## src/core/dcp_pkg.sv

```systemverilog
package dcp_pkg;

  // Register indices within one channel's block of the peripheral control block
  localparam logic [2:0] DCP_IDX_SRC_LO  = 3'h0;
  localparam logic [2:0] DCP_IDX_SRC_HI  = 3'h1;
  localparam logic [2:0] DCP_IDX_DST_LO  = 3'h2;
  localparam logic [2:0] DCP_IDX_DST_HI  = 3'h3;
  localparam logic [2:0] DCP_IDX_COUNT   = 3'h4;
  localparam logic [2:0] DCP_IDX_CTRL    = 3'h5;

  // channel_control field positions
  localparam int DCP_B_DST_MEM   = 15;
  localparam int DCP_B_DST_DEC   = 14;
  localparam int DCP_B_DST_INC   = 13;
  localparam int DCP_B_SRC_MEM   = 12;
  localparam int DCP_B_SRC_DEC   = 11;
  localparam int DCP_B_SRC_INC   = 10;
  localparam int DCP_B_STOP_TC   = 9;
  localparam int DCP_B_TC_INT    = 8;
  localparam int DCP_B_SYNC_HI   = 7;
  localparam int DCP_B_SYNC_LO   = 6;
  localparam int DCP_B_PRIO      = 5;
  localparam int DCP_B_REQ_SRC   = 4;
  localparam int DCP_B_CEN       = 2;
  localparam int DCP_B_ARM       = 1;
  localparam int DCP_B_WORD      = 0;

  // Widths and reset values
  localparam int          DCP_LO_W        = 16;
  localparam int          DCP_HI_W        = 4;
  localparam int          DCP_PTR_W       = 20;
  localparam int          DCP_DATA_W      = 16;
  localparam int          DCP_BUF_DEPTH   = 2;
  localparam logic [19:0] DCP_PTR_RST     = 20'h00000;
  localparam logic [15:0] DCP_REG_RST     = 16'h0000;
  localparam logic [15:0] DCP_COUNT_ONE   = 16'h0001;

  // Idle cycles after a destination synchronized deposit
  localparam logic [1:0]  DCP_DST_IDLE_CYC = 2'h2;

  typedef enum logic [1:0] {
    DCP_SYNC_NONE = 2'b00,
    DCP_SYNC_SRC  = 2'b01,
    DCP_SYNC_DST  = 2'b10,
    DCP_SYNC_RSVD = 2'b11
  } dcp_sync_t;

  typedef enum logic [3:0] {
    DCP_ST_IDLE    = 4'b0001,
    DCP_ST_FETCH   = 4'b0010,
    DCP_ST_DEPOSIT = 4'b0100,
    DCP_ST_RELEASE = 4'b1000
  } dcp_state_t;

  // Pointer step follows the transfer width: two for words, one for bytes
  function automatic logic [19:0] dcp_step(input logic word);
    dcp_step = word ? 20'h00002 : 20'h00001;
  endfunction

endpackage

```

## src/core/dcp_buffer.sv

```systemverilog
`timescale 1ns/10ps
`default_nettype none
module dcp_buffer
  import dcp_pkg::*;
#(
  parameter int WIDTH = DCP_DATA_W,
  parameter int DEPTH = DCP_BUF_DEPTH
)
(
  input  wire logic             sys_clk,
  input  wire logic             rst_n,
  input  wire logic             clk_en,
  input  wire logic             in_valid,
  output logic                  in_ready,
  input  wire logic [WIDTH-1:0] in_data,
  output logic                  out_valid,
  input  wire logic             out_ready,
  output logic      [WIDTH-1:0] out_data
);

  localparam int AW = (DEPTH > 1) ? $clog2(DEPTH) : 1;

  logic [WIDTH-1:0] mem_reg [DEPTH];
  logic [AW-1:0]    wr_ptr_reg;
  logic [AW-1:0]    rd_ptr_reg;
  logic [AW:0]      fill_reg;
  logic             push;
  logic             pop;

  assign in_ready  = (fill_reg != (AW+1)'(DEPTH));
  assign out_valid = (fill_reg != '0);
  assign push      = in_valid && in_ready;
  assign pop       = out_valid && out_ready;
  assign out_data  = mem_reg[rd_ptr_reg];

  function automatic logic [AW-1:0] wrap_inc(input logic [AW-1:0] p);
    wrap_inc = (p == AW'(DEPTH - 1)) ? '0 : p + AW'(1);
  endfunction

  always_ff @(posedge sys_clk)
  begin
    if (!rst_n)
    begin
      wr_ptr_reg <= '0;
      rd_ptr_reg <= '0;
      fill_reg   <= '0;
    end
    else if (clk_en)
    begin
      if (push)
      begin
        mem_reg[wr_ptr_reg] <= in_data;
        wr_ptr_reg          <= wrap_inc(wr_ptr_reg);
      end
      if (pop)
        rd_ptr_reg <= wrap_inc(rd_ptr_reg);
      if (push && !pop)
        fill_reg <= fill_reg + (AW+1)'(1);
      else if (pop && !push)
        fill_reg <= fill_reg - (AW+1)'(1);
    end
  end

endmodule // dcp_buffer
`default_nettype wire

```

## src/core/dcp_channel.sv

```systemverilog
`timescale 1ns/10ps
`default_nettype none
// Functional notes
// - Pointers are 20 bits from low/high registers
// - Upper pointer bits always driven, even I/O
// - Fetch drives source pointer on address
// - Deposit drives destination pointer on address
// - Separate memory/I-O select per pointer
// - Increment-only up, decrement-only down, equal holds
// - Step follows programmed transfer width
// - Word steps two, byte steps one
// - Stop-at-zero bit halts at zero count
// - Synchronized runs on; unsynchronized stops at zero
// - Terminal count clears arm; software may too
// - Count request needs interrupt and stop bits
// - Sync field: none, source, destination; not 11
// - Priority bit sets high or low priority
// - Equal priorities rotate between the two channels
// - Request source: timer 2 or external pin
// - Writes change arm only with change-enable set
// - Width bit selects word or byte transfers
module dcp_channel
  import dcp_pkg::*;
(
  input  wire logic        sys_clk,
  input  wire logic        rst_n,
  input  wire logic        clk_en,
  input  wire logic        pcb_wr_en,
  input  wire logic        pcb_rd_en,
  input  wire logic [2:0]  pcb_index,
  input  wire logic [15:0] pcb_wdata,
  output logic      [15:0] pcb_rdata,
  input  wire logic        external_request_pin,
  input  wire logic        timer2_request,
  input  wire logic        channel_is_one,
  input  wire logic        peer_request,
  input  wire logic        peer_priority_high,
  input  wire logic        peer_transfer_done,
  input  wire logic        peer_bus_released,
  output logic             channel_request,
  output logic             priority_high,
  output logic             transfer_done,
  output logic             bus_released,
  output logic             bus_req,
  output logic             bus_write,
  output logic             bus_mem_space,
  output logic             bus_word,
  output logic      [19:0] bus_addr,
  output logic      [15:0] bus_wdata,
  input  wire logic        bus_ack,
  input  wire logic [15:0] bus_rdata,
  output logic             tc_irq_request,
  output logic             channel_armed
);

  ////////////////////////////////////////////////////////////////////////////
  // Control fields
  logic        dest_space_select_reg;
  logic        dest_decrement_reg;
  logic        dest_increment_reg;
  logic        source_space_select_reg;
  logic        source_decrement_reg;
  logic        source_increment_reg;
  logic        stop_at_zero_count_reg;
  logic        tc_int_enable_reg;
  dcp_sync_t   sync_select_reg;
  logic        prio_reg;
  logic        request_source_select_reg;
  logic        channel_arm_reg;
  logic        word_reg;
  logic [15:0] count_reg;
  logic        timer_pending_reg;
  logic        turn_reg;
  dcp_state_t  state_reg;
  dcp_state_t  state_next;
  logic [1:0]  idle_cnt_reg;

  // Registered outputs
  logic        chan_req_reg;
  logic        done_reg;
  logic        released_reg;
  logic        bus_req_reg;
  logic        bus_write_reg;
  logic        bus_mem_reg;
  logic [19:0] bus_addr_reg;
  logic [15:0] bus_wdata_reg;
  logic        irq_reg;
  logic [15:0] rdata_reg;

  ////////////////////////////////////////////////////////////////////////////
  // Register decode
  wire wr_src_lo = pcb_wr_en && (pcb_index == DCP_IDX_SRC_LO);
  wire wr_src_hi = pcb_wr_en && (pcb_index == DCP_IDX_SRC_HI);
  wire wr_dst_lo = pcb_wr_en && (pcb_index == DCP_IDX_DST_LO);
  wire wr_dst_hi = pcb_wr_en && (pcb_index == DCP_IDX_DST_HI);
  wire wr_count  = pcb_wr_en && (pcb_index == DCP_IDX_COUNT);
  wire wr_ctrl   = pcb_wr_en && (pcb_index == DCP_IDX_CTRL);
  wire arm_write = wr_ctrl && pcb_wdata[DCP_B_CEN];

  ////////////////////////////////////////////////////////////////////////////
  // Pointers and data buffer
  logic [19:0] src_ptr;
  logic [19:0] dst_ptr;
  logic        buf_in_ready;
  logic        buf_out_valid;
  logic [15:0] buf_out_data;

  wire deposit_ack = state_reg[2] && bus_req_reg && bus_ack;
  wire fetch_ack   = state_reg[1] && bus_req_reg && bus_ack;

  dcp_pointer u_src_ptr (
    .sys_clk   (sys_clk),
    .rst_n     (rst_n),
    .clk_en    (clk_en),
    .load_lo   (wr_src_lo),
    .load_hi   (wr_src_hi),
    .wdata     (pcb_wdata),
    .step_en   (deposit_ack),
    .increment (source_increment_reg),
    .decrement (source_decrement_reg),
    .word      (word_reg),
    .ptr       (src_ptr)
  );

  dcp_pointer u_dst_ptr (
    .sys_clk   (sys_clk),
    .rst_n     (rst_n),
    .clk_en    (clk_en),
    .load_lo   (wr_dst_lo),
    .load_hi   (wr_dst_hi),
    .wdata     (pcb_wdata),
    .step_en   (deposit_ack),
    .increment (dest_increment_reg),
    .decrement (dest_decrement_reg),
    .word      (word_reg),
    .ptr       (dst_ptr)
  );

  // Fetched word waits here until the deposit cycle is accepted
  dcp_buffer #(
    .WIDTH (DCP_DATA_W),
    .DEPTH (DCP_BUF_DEPTH)
  ) u_buf (
    .sys_clk   (sys_clk),
    .rst_n     (rst_n),
    .clk_en    (clk_en),
    .in_valid  (fetch_ack),
    .in_ready  (buf_in_ready),
    .in_data   (bus_rdata),
    .out_valid (buf_out_valid),
    .out_ready (deposit_ack),
    .out_data  (buf_out_data)
  );

  ////////////////////////////////////////////////////////////////////////////
  // Request selection and arbitration
  wire unsync      = (sync_select_reg == DCP_SYNC_NONE);
  wire sel_request = request_source_select_reg ? timer_pending_reg
                                               : external_request_pin;
  wire count_live  = (count_reg != '0);
  // Unsynchronized channels run freely until the count is spent
  wire want        = channel_arm_reg && buf_in_ready
                     && (unsync ? count_live : sel_request);
  wire same_prio   = (prio_reg == peer_priority_high);
  wire win         = !peer_request
                     || (prio_reg && !peer_priority_high)
                     || (same_prio && turn_reg);
  wire start       = state_reg[0] && want && win;

  wire [15:0] count_dec   = count_reg - DCP_COUNT_ONE;
  wire        hit_zero    = deposit_ack && (count_dec == '0);
  wire        terminate   = hit_zero && (stop_at_zero_count_reg || unsync);
  wire        dst_sync    = (sync_select_reg == DCP_SYNC_DST);
  wire        idle_done   = (idle_cnt_reg == DCP_DST_IDLE_CYC - 2'h1);
  wire        quiet       = !want && !peer_request;

  ////////////////////////////////////////////////////////////////////////////
  // Sequencer
  always_comb
  begin
    state_next = state_reg;
    unique case (state_reg)
      DCP_ST_IDLE:
        if (start)
          state_next = DCP_ST_FETCH;
      DCP_ST_FETCH:
        if (fetch_ack)
          state_next = DCP_ST_DEPOSIT;
      DCP_ST_DEPOSIT:
        if (deposit_ack)
          state_next = dst_sync ? DCP_ST_RELEASE : DCP_ST_IDLE;
      DCP_ST_RELEASE:
        if (idle_done)
          state_next = DCP_ST_IDLE;
      default:
        state_next = DCP_ST_IDLE;
    endcase
  end

  always_ff @(posedge sys_clk)
  begin
    if (!rst_n)
    begin
      state_reg    <= DCP_ST_IDLE;
      idle_cnt_reg <= 2'h0;
    end
    else if (clk_en)
    begin
      state_reg    <= state_next;
      idle_cnt_reg <= state_reg[3] ? idle_cnt_reg + 2'h1 : 2'h0;
    end
  end

  ////////////////////////////////////////////////////////////////////////////
  // Control register and count
  always_ff @(posedge sys_clk)
  begin
    if (!rst_n)
    begin
      dest_space_select_reg     <= 1'b0;
      dest_decrement_reg        <= 1'b0;
      dest_increment_reg        <= 1'b0;
      source_space_select_reg   <= 1'b0;
      source_decrement_reg      <= 1'b0;
      source_increment_reg      <= 1'b0;
      stop_at_zero_count_reg    <= 1'b0;
      tc_int_enable_reg         <= 1'b0;
      sync_select_reg           <= DCP_SYNC_NONE;
      prio_reg                  <= 1'b0;
      request_source_select_reg <= 1'b0;
      word_reg                  <= 1'b0;
    end
    else if (clk_en && wr_ctrl)
    begin
      dest_space_select_reg     <= pcb_wdata[DCP_B_DST_MEM];
      dest_decrement_reg        <= pcb_wdata[DCP_B_DST_DEC];
      dest_increment_reg        <= pcb_wdata[DCP_B_DST_INC];
      source_space_select_reg   <= pcb_wdata[DCP_B_SRC_MEM];
      source_decrement_reg      <= pcb_wdata[DCP_B_SRC_DEC];
      source_increment_reg      <= pcb_wdata[DCP_B_SRC_INC];
      stop_at_zero_count_reg    <= pcb_wdata[DCP_B_STOP_TC];
      tc_int_enable_reg         <= pcb_wdata[DCP_B_TC_INT];
      sync_select_reg           <= dcp_sync_t'(pcb_wdata[DCP_B_SYNC_HI:DCP_B_SYNC_LO]);
      prio_reg                  <= pcb_wdata[DCP_B_PRIO];
      request_source_select_reg <= pcb_wdata[DCP_B_REQ_SRC];
      word_reg                  <= pcb_wdata[DCP_B_WORD];
    end
  end

  // A software arm in the same cycle as terminal count wins
  always_ff @(posedge sys_clk)
  begin
    if (!rst_n)
      channel_arm_reg <= 1'b0;
    else if (clk_en)
    begin
      if (arm_write)
        channel_arm_reg <= pcb_wdata[DCP_B_ARM];
      else if (terminate)
        channel_arm_reg <= 1'b0;
    end
  end

  always_ff @(posedge sys_clk)
  begin
    if (!rst_n)
      count_reg <= DCP_REG_RST;
    else if (clk_en)
    begin
      if (wr_count)
        count_reg <= pcb_wdata;
      else if (deposit_ack)
        count_reg <= count_dec;
    end
  end

  // Timer pulse held until a transfer consumes it; a new pulse wins
  always_ff @(posedge sys_clk)
  begin
    if (!rst_n)
      timer_pending_reg <= 1'b0;
    else if (clk_en)
    begin
      if (timer2_request)
        timer_pending_reg <= 1'b1;
      else if (start && request_source_select_reg)
        timer_pending_reg <= 1'b0;
    end
  end

  // Rotation: channel one leads whenever the bus is let go
  always_ff @(posedge sys_clk)
  begin
    if (!rst_n)
      turn_reg <= 1'b0;
    else if (clk_en)
    begin
      if (released_reg || peer_bus_released || (quiet && state_reg[0]))
        turn_reg <= channel_is_one;
      else if (done_reg)
        turn_reg <= 1'b0;
      else if (peer_transfer_done)
        turn_reg <= 1'b1;
    end
  end

  ////////////////////////////////////////////////////////////////////////////
  // Bus cycle drive
  always_ff @(posedge sys_clk)
  begin
    if (!rst_n)
    begin
      bus_req_reg   <= 1'b0;
      bus_write_reg <= 1'b0;
      bus_mem_reg   <= 1'b0;
      bus_addr_reg  <= DCP_PTR_RST;
      bus_wdata_reg <= DCP_REG_RST;
    end
    else if (clk_en)
    begin
      if (start)
      begin
        bus_req_reg   <= 1'b1;
        bus_write_reg <= 1'b0;
        bus_mem_reg   <= source_space_select_reg;
        bus_addr_reg  <= src_ptr;
      end
      else if (fetch_ack)
        bus_req_reg <= 1'b0;
      else if (state_reg[2] && !bus_req_reg && buf_out_valid)
      begin
        bus_req_reg   <= 1'b1;
        bus_write_reg <= 1'b1;
        bus_mem_reg   <= dest_space_select_reg;
        bus_addr_reg  <= dst_ptr;
        bus_wdata_reg <= buf_out_data;
      end
      else if (deposit_ack)
        bus_req_reg <= 1'b0;
    end
  end

  ////////////////////////////////////////////////////////////////////////////
  // Status and events
  always_ff @(posedge sys_clk)
  begin
    if (!rst_n)
    begin
      chan_req_reg <= 1'b0;
      done_reg     <= 1'b0;
      released_reg <= 1'b0;
      irq_reg      <= 1'b0;
    end
    else if (clk_en)
    begin
      chan_req_reg <= want;
      done_reg     <= deposit_ack;
      released_reg <= state_reg[3] && idle_done;
      irq_reg      <= hit_zero && stop_at_zero_count_reg && tc_int_enable_reg;
    end
  end

  // Change-enable reads back as zero; it only qualifies a write
  wire [15:0] ctrl_view = {dest_space_select_reg, dest_decrement_reg, dest_increment_reg,
                           source_space_select_reg, source_decrement_reg,
                           source_increment_reg, stop_at_zero_count_reg,
                           tc_int_enable_reg, sync_select_reg, prio_reg,
                           request_source_select_reg, 2'b00, channel_arm_reg, word_reg};
  wire [15:0] read_mux  = (pcb_index == DCP_IDX_SRC_LO) ? src_ptr[15:0] :
                          (pcb_index == DCP_IDX_SRC_HI) ? {12'h000, src_ptr[19:16]} :
                          (pcb_index == DCP_IDX_DST_LO) ? dst_ptr[15:0] :
                          (pcb_index == DCP_IDX_DST_HI) ? {12'h000, dst_ptr[19:16]} :
                          (pcb_index == DCP_IDX_COUNT)  ? count_reg :
                          (pcb_index == DCP_IDX_CTRL)   ? ctrl_view : 16'h0000;

  always_ff @(posedge sys_clk)
  begin
    if (!rst_n)
      rdata_reg <= DCP_REG_RST;
    else if (clk_en && pcb_rd_en)
      rdata_reg <= read_mux;
  end

  reg prio_out_reg;
  reg armed_out_reg;
  always_ff @(posedge sys_clk)
  begin
    if (!rst_n)
    begin
      prio_out_reg  <= 1'b0;
      armed_out_reg <= 1'b0;
    end
    else if (clk_en)
    begin
      prio_out_reg  <= prio_reg;
      armed_out_reg <= channel_arm_reg;
    end
  end

  reg word_out_reg;
  always_ff @(posedge sys_clk)
  begin
    if (!rst_n)
      word_out_reg <= 1'b0;
    else if (clk_en && start)
      word_out_reg <= word_reg;
  end

  assign pcb_rdata       = rdata_reg;
  assign channel_request = chan_req_reg;
  assign priority_high   = prio_out_reg;
  assign transfer_done   = done_reg;
  assign bus_released    = released_reg;
  assign bus_req         = bus_req_reg;
  assign bus_write       = bus_write_reg;
  assign bus_mem_space   = bus_mem_reg;
  assign bus_word        = word_out_reg;
  assign bus_addr        = bus_addr_reg;
  assign bus_wdata       = bus_wdata_reg;
  assign tc_irq_request  = irq_reg;
  assign channel_armed   = armed_out_reg;

endmodule // dcp_channel
`default_nettype wire

```

## src/core/dcp_pointer.sv

```systemverilog
`timescale 1ns/10ps
`default_nettype none
module dcp_pointer
  import dcp_pkg::*;
(
  input  wire logic        sys_clk,
  input  wire logic        rst_n,
  input  wire logic        clk_en,
  input  wire logic        load_lo,
  input  wire logic        load_hi,
  input  wire logic [15:0] wdata,
  input  wire logic        step_en,
  input  wire logic        increment,
  input  wire logic        decrement,
  input  wire logic        word,
  output logic      [19:0] ptr
);

  logic [19:0] ptr_reg;
  logic [19:0] ptr_next;
  logic [19:0] step;

  assign step = dcp_step(word);

  // Equal increment and decrement bits hold the pointer
  assign ptr_next = (step_en && increment && !decrement) ? ptr_reg + step :
                    (step_en && decrement && !increment) ? ptr_reg - step :
                    ptr_reg;

  always_ff @(posedge sys_clk)
  begin
    if (!rst_n)
      ptr_reg <= DCP_PTR_RST;
    else if (clk_en)
    begin
      if (load_lo)
        ptr_reg[15:0] <= wdata;
      else if (load_hi)
        ptr_reg[19:16] <= wdata[3:0];
      else
        ptr_reg <= ptr_next;
    end
  end

  assign ptr = ptr_reg;

endmodule // dcp_pointer
`default_nettype wire

```

## config.mk

```make
export PLATFORM = sky130hd
export DESIGN_NAME = dcp_channel
export DESIGN_NICKNAME = d
export VERILOG_FILES = /design/src/core/dcp_pkg.sv /design/src/core/dcp_buffer.sv /design/src/core/dcp_channel.sv /design/src/core/dcp_pointer.sv
export SDC_FILE = /design/constraint.sdc
export NUM_CORES = 1
export LEC_CHECK = 0
export BUFFER_PORTS_ARGS = -buffer_cell sky130_fd_sc_hd__clkbuf_2
export CELL_PAD_IN_SITES_DETAIL_PLACEMENT = 0
export CELL_PAD_IN_SITES_GLOBAL_PLACEMENT = 1
export CORE_ASPECT_RATIO = 1.1
export CORE_MARGIN = 1
export CORE_UTILIZATION = 41
export DETAILED_ROUTE_END_ITERATION = 7
export PLACE_DENSITY_LB_ADDON = 0.2
export RECOVER_POWER = 100
export SLEW_MARGIN = 20
export SYNTH_ARGS = -nofsm -noshare
export SYNTH_HDL_FRONTEND = slang
export SYNTH_SLANG_ARGS = --single-unit
```

## constraint.sdc

```tcl
create_clock -name sys_clk -period 3.8 [get_ports sys_clk]
set_input_delay 0 -clock sys_clk [delete_from_list [all_inputs] [get_ports sys_clk]]
set_output_delay 0 -clock sys_clk [all_outputs]
set_load 0.02 [all_outputs]
```

==> results.yml, run 1 <==
run_status:
  outcome: "finished with violations"
  violations: "design-rule violations, max-capacitance violations, max-slew violations"
logic_synthesis:
  synth_compound_area_frac: 0.244
  async_flop_share: 0
  synth-edff-count: 32
  ys_ff_latch: 176
  synth-simple-area-share: 0.169
  synth.yosys.warnings: 0
  synth_top_area_share: 0.282
  ys_types: 68
  synth_area_per_cell_um2: 8.75
  syn_area_mm2: 0.0102
  synth_top_family_by_area: "compound AO/OA/AOI/OAI gates"
  synth.cells.most_frequent: "dfxtp_1, nand2_1, nor2_1"
  synth_area_leaders: "dfxtp_1, edfxtp_1, mux2i_1"
  yosysSeqAreaShare: 0.375
  synthAdderAreaFrac: 0.0577
  synth.most_common_cell: "dfxtp_1"
  synth_cells: 1170
  synth_largest_area_cell: "dfxtp_1"
  synth_fp_nets: 1264
  synth.area.mux_share: 0.0739
  synth_ff_type: "dfxtp_1"
  synthXorXnorAreaFrac: 0.0368
routing:
  ant_nets: 0
  drt_iter0_markers: 570
  drt-pass1-iter-count: 8
  routed_via_density: 5.72
  vias: 9142
  drt-total-wl_um: 31600
  remaining_drc_errors: 2
  wl_per_cell_um: 19.8
min_path:
  hold_depth: 4
  min_path_type: "input port to register"
place:
  dpl_worst_slack_ps: 75.4
  placed_area_mm2: 0.0111
  portBuffers: 109
  gp_congestion: 0.945
  hpwl_um: 22900
cts:
  htreeDepth: 4
  cts_tree: "built"
  cts-root-buf: "clkbuf_16"
  cts_sinks: 176
  clockBufferDepth: 2
  cts_buffers: 17
  cts_setup_buffers: 0
  path_clk_slew_ps: 80
  clk_latency_ps: 440
floorplanning:
  die_area_mm2: 0.0256
  die_w_um: 153
  core_mm2: 0.0245
  die_h_um: 168
  start_util: 0.418
  io_pins: 110
  rows: 60
worst_setup_path:
  cp_max_fo: 10
  path_class: "register to register"
  required_ps: 4170
  rr_worst_depth: 14
  cp.arrival_ps: 3920
  cp-start-kind: "register"
  end_kind: "register"
final_layout:
  largest_reg_flops: 32
  synthToLayoutAreaGrowth_pct: 15.4
  drive_gt1_frac: 0.0854
  stdcell_area_mm2: 0.0118
  fin_nets: 1369
global_routing:
  grt_usage: 0.250
  grt_max_degree: 62
  grt_pass1_wl_um: 49600
  overflow: 0
  antenna_found_initial: 2
  grt_pass1_vias: 8610
sta:
  setup_violations: 0
  period_minus_slack_ps: 3550
  max_clock_freq_mhz: 282
  finalHoldViolCount: 0
  fin_worst_skew_ps: 11.9
  period_share: 0.933
  drv_slew: 26
  tns_ps: 0
  max_slew.worst_pin.slew_ps: 1610
  setup_ws_ps: 254
  relSlewSlack: -0.0823
power:
  clkPwrFrac: 0.408
  power_density_mw_per_mm2: 357
  power_switching_uw: 1200
  intPower_uw: 3020
  seq_power_share: 0.463
  power.total_uw: 4220
  swShare: 0.283
  pwr-share-comb: 0.129
  leakage_uw: 0.00522
  peakVddDrop_mv: 0.277
flow_run:
  max_cap_violations: 1
final cells by class:
cell class	count	area, um^2
Antenna cell	1	2.50
Clock buffer	19	443
Clock inverter	13	123
Fill cell	2447	12700
Inverter	30	113
Multi-Input combinational cell	886	5980
Sequential cell	176	3840
Tap cell	310	388
Timing Repair Buffer	164	920
critical path, stage by stage (launching register included):
cell	delay, ps
dfxtp_1	330
and2_1	230
nand2_2	170
nor3b_1	210
buf_4	170
inv_1	170
ha_1	420
a211oi_2	280
o21ai_0	180
a32o_1	280
a221o_1	380
o31ai_1	280
xnor2_1	160
mux2i_1	90
a21oi_1	140
through the flow:
step,cells,utilization,hold slack [ps]
6_report,1599,0.483,24.1
2_1_floorplan,1170,-,98.9
3_5_place_dp,1538,0.453,194
4_1_cts,1598,0.488,16.1
5_1_grt,1599,0.483,25.7
3_3_place_gp,1538,0.453,189
final timing paths:
path                 startpoint  slack (ps)                 to
min          peer_transfer_done          20           turn_reg
max reg2reg             bus_req         250  u_src_ptr.ptr[16]
min reg2reg            bus_word         470           bus_word
max                     bus_req         250  u_src_ptr.ptr[16]
routing by layer:
layer / vias to the layer above / global-route usage / share of wire
met4: 0 / 0.101 / 0.029
met5: - / 0 / 0
met1: 4333 / 0.345 / 0.47
met3: 42 / 0.0261 / 0.042
li1: 4518 / - / -
met2: 249 / 0.401 / 0.46
what timing repair did:
action | CTS | global route
setup endpoints to repair | 0 | 12
hold buffers | 28 | 0
endpoints found under the hold margin | 50 | 0
resized for setup | 0 | 3
kinds of logic (layout without fill, tap and decap cells):
family,after synthesis,after routing
simple gates,367,367
mux,74,74
xor+xnor,43,43
fa+ha+maj,46,46
flops,176,176
buf+inv,108,226
compound gates,356,356
other cells,0,1
power groups by stage:
| stage | combinational [uW] | sequential [uW] | clock [uW] |
|---|---|---|---|
| floorplan | 351 | 1990 | 0 |
| global placement | 523 | 2000 | 0 |
| detailed placement | 521 | 2000 | 0 |
| CTS | 547 | 1950 | 1770 |
| global route | 596 | 1960 | 1830 |
| finish | 544 | 1950 | 1720 |
cell usage in the layout, fill, tap and decap left out, types with 21 or more instances in the layout:
cell,Yosys,routed
dlygate4sd3_1,0,28
clkbuf_1,61,76
buf_4,4,21
o211a_1,58,58
inv_1,29,29
nand2_1,127,126
clkbuf_2,0,40
mux2i_1,70,70
a21oi_1,84,84
nor2_1,103,103
xnor2_1,24,24
dfxtp_1,144,144
o211ai_1,35,35
edfxtp_1,32,32
ha_1,44,44
o21ai_0,58,58
nand3_1,24,24
a21o_1,27,27
(Power assumes the default switching activity.)
==> inputs of run 2 (changes only) <==
--- a/config.mk
+++ b/config.mk
@@ -5,14 +5,15 @@
 export SDC_FILE = /design/constraint.sdc
 export NUM_CORES = 1
 export LEC_CHECK = 0
+export ABC_AREA = 1
 export BUFFER_PORTS_ARGS = -buffer_cell sky130_fd_sc_hd__clkbuf_2
 export CELL_PAD_IN_SITES_DETAIL_PLACEMENT = 0
 export CELL_PAD_IN_SITES_GLOBAL_PLACEMENT = 1
 export CORE_ASPECT_RATIO = 1.1
 export CORE_MARGIN = 1
-export CORE_UTILIZATION = 41
+export CORE_UTILIZATION = 39
 export DETAILED_ROUTE_END_ITERATION = 7
-export PLACE_DENSITY_LB_ADDON = 0.2
+export PLACE_DENSITY_LB_ADDON = 0.3
 export RECOVER_POWER = 100
 export SLEW_MARGIN = 20
 export SYNTH_ARGS = -nofsm -noshare
==> run 2 against run 1 <==
  * The run ends with max-capacitance violations, max-slew violations left
  * Cell count grew 22%
  * Count of clock-buffer cells in the layout shrank 2
  * Total power grew 6.1%
  * Sequential cell count is the same
  * Sequential power is essentially flat
  * Critical endpoint is now u_dst_ptr.ptr[16]
  * Largest cell class unchanged
  * Highest routed layer unchanged
==> results.yml, run 2 <==
sta:
  setup_ws_ps: 223
  setup_violations: 0
  fin_worst_skew_ps: 18.6
  finalHoldViolCount: 0
  max_slew.worst_pin.slew_ps: 1900
  max_clock_freq_mhz: 280
  tns_ps: 0
  period_share: 0.941
  rsz0062_at_grt: "false"
  period_minus_slack_ps: 3580
  drv_slew: 47
  relSlewSlack: -0.265
run_status:
  violations: "max-capacitance violations, max-slew violations"
  outcome: "finished with violations"
final_layout:
  synthToLayoutAreaGrowth_pct: 15.8
  fillCellCount: 2836
  multiInputGateArea_mm2: 0.00566
  drive_gt1_frac: 0.0741
  insertedDiodeCount: 0
  largest_reg_flops: 32
  fin_util: 0.461
  layout_common_cells: "nand2_1, a21oi_1, nor2_1"
  seq_area_mm2: 0.00384
  fin_nets: 1674
  stdcell_count: 1945
  final_common_cell: "nand2_1"
cts:
  path_clk_slew_ps: 80
  cts_sinks: 176
  cts_setup_buffers: 0
  htreeDepth: 4
  cts_tree: "built"
  clockBufferDepth: 2
  cts-root-buf: "clkbuf_16"
  clk_latency_ps: 440
  cts_buffers: 17
routing:
  wl_per_cell_um: 19.0
  drt_iter0_markers: 819
  drt-pass1-iter-count: 5
  vias: 10500
  routed_via_density: 5.38
  drt-total-wl_um: 36900
  remaining_drc_errors: 0
  ant_nets: 0
worst_setup_path:
  required_ps: 4100
  slowest_stage: "o21ai_0"
  cp.arrival_ps: 3870
  end_kind: "register"
  path_class: "register to register"
  crit_path_max_incr_delay_ps: 470
  cp_max_fo: 13
  startpoint: "bus_req"
  crit_chain: "nand3_2, nor3_2, inv_1, clkbuf_2, ha_1, nand2_1, inv_1, a21boi_0, o21ai_0, nand2_1, nand3_1, nand2_1, o21ai_0, a21oi_1"
  path_buf_inv: 3
  reg2reg_from: "bus_req"
  cp-start-kind: "register"
  critPathMostFrequentCell: "nand2_1"
  path_delay_family: "simple AND/OR/NAND/NOR gates"
logic_synthesis:
  synth_ff_type: "dfxtp_1"
  async_flop_share: 0
  synth_cells: 1458
  yosysSeqAreaShare: 0.368
  synth_largest_area_cell: "dfxtp_1"
  synth_top_area_share: 0.276
  synth_fp_nets: 1552
  synth-edff-count: 32
  ys_types: 49
  synth.cells.most_frequent: "nand2_1, a21oi_1, nor2_1"
  synth_area_per_cell_um2: 7.16
  ys_ff_latch: 176
  syn_area_mm2: 0.0104
  synth.most_common_cell: "nand2_1"
  synth.yosys.warnings: 0
  synth_area_leaders: "dfxtp_1, nand2_1, edfxtp_1"
floorplanning:
  die_area_mm2: 0.0274
  die_h_um: 174
  io_pins: 110
  die_w_um: 158
  rows: 62
  core_mm2: 0.0262
  start_util: 0.398
global_routing:
  grt_max_degree: 58
  overflow: 0
  grt_pass1_vias: 10200
  grt_pass1_wl_um: 56800
  antenna_found_initial: 1
  grt_usage: 0.275
flow_run:
  max_cap_violations: 1
place:
  hpwl_um: 27800
  dp_cells: 1876
  dpl_worst_slack_ps: 220
  portBuffers: 109
  gp_congestion: 0.931
power:
  power.total_uw: 4480
  peakVddDrop_mv: 0.231
  power_density_mw_per_mm2: 371
  leakage_uw: 0.00527
min_path:
  min_path_type: "input port to register"
  worstHoldStart: "pcb_wdata[7]"
## run 2: changes by cell type in the layout (fill, tap and decap cells not counted), moves of 20 or more
cell      delta
nor2_1      +54
xnor2_1     -20
nand2_1    +153
o211a_1     -58
o211ai_1    -35
o21ai_0     +83
inv_1      +123
mux2i_1     -54
nand3_1     +74
a21oi_1     +86
## run 2: path summary, 6_finish.rpt
path | endpoint | slack, ps | cells after the start
worst max register to register | u_dst_ptr.ptr[16] | 220 | 14
worst max-delay path | u_dst_ptr.ptr[16] | 220 | 14
worst min register to register | u_buf.wr_ptr_reg | 470 | 2
worst min-delay path | u_src_ptr.ptr[7] | 30 | 3
## run 2: per-stage QoR
stage	hold slack [ps]	instance area (um^2)
finish	25.8	12100
global route	20.1	12100
CTS	5.76	12200
detailed placement	193	11200
global placement	190	11200
floorplan	98.9	10400
## run 2: logic make-up after synthesis
group	count (synthesis)	synth area share
XOR/XNOR	17	0.0143
AO/OA/AOI/OAI	397	0.219
flip-flops	176	0.368
multiplexers	16	0.0153
adder cells (fa/ha/maj)	46	0.0566
AND/OR/NAND/NOR	588	0.241
buffers and inverters	218	0.0852
## run 2: layout make-up
cell class / count / share of cell area
Tap cell: 352 / 0.0365
Clock buffer: 17 / 0.0352
Timing Repair Buffer: 160 / 0.0747
Clock inverter: 15 / 0.0167
Inverter: 161 / 0.0501
Multi-Input combinational cell: 1064 / 0.469
Sequential cell: 176 / 0.318
## run 2: what timing repair did
action / CTS / global route
gates resized for setup: 0 / 1
setup endpoints to repair: 0 / 2
hold buffers: 37 / 0
endpoints found under the hold margin: 65 / 0
## run 2: power by group
group          total (uW)  switching [uW]  leakage (uW)  internal, uW
sequential           1960            33.0       0.00145          1930
clock                1860             950      0.000303           910
combinational         657             435       0.00352           222
total                4480            1420       0.00527          3060
## run 2: tightest hold or removal path: cells and delay by family
kind | cells | cell delay [ps]
AOI/OAI and AO/OA | 2 | 230
buffers and inverters | 1 | 190
## run 2: layer usage
layer / global-route usage / up-vias / share of wire
met4: 0.122 / 0 / 0.043
met5: 0 / - / 0
li1: - / 5205 / -
met3: 0.0363 / 80 / 0.044
met2: 0.462 / 290 / 0.47
met1: 0.349 / 4889 / 0.44
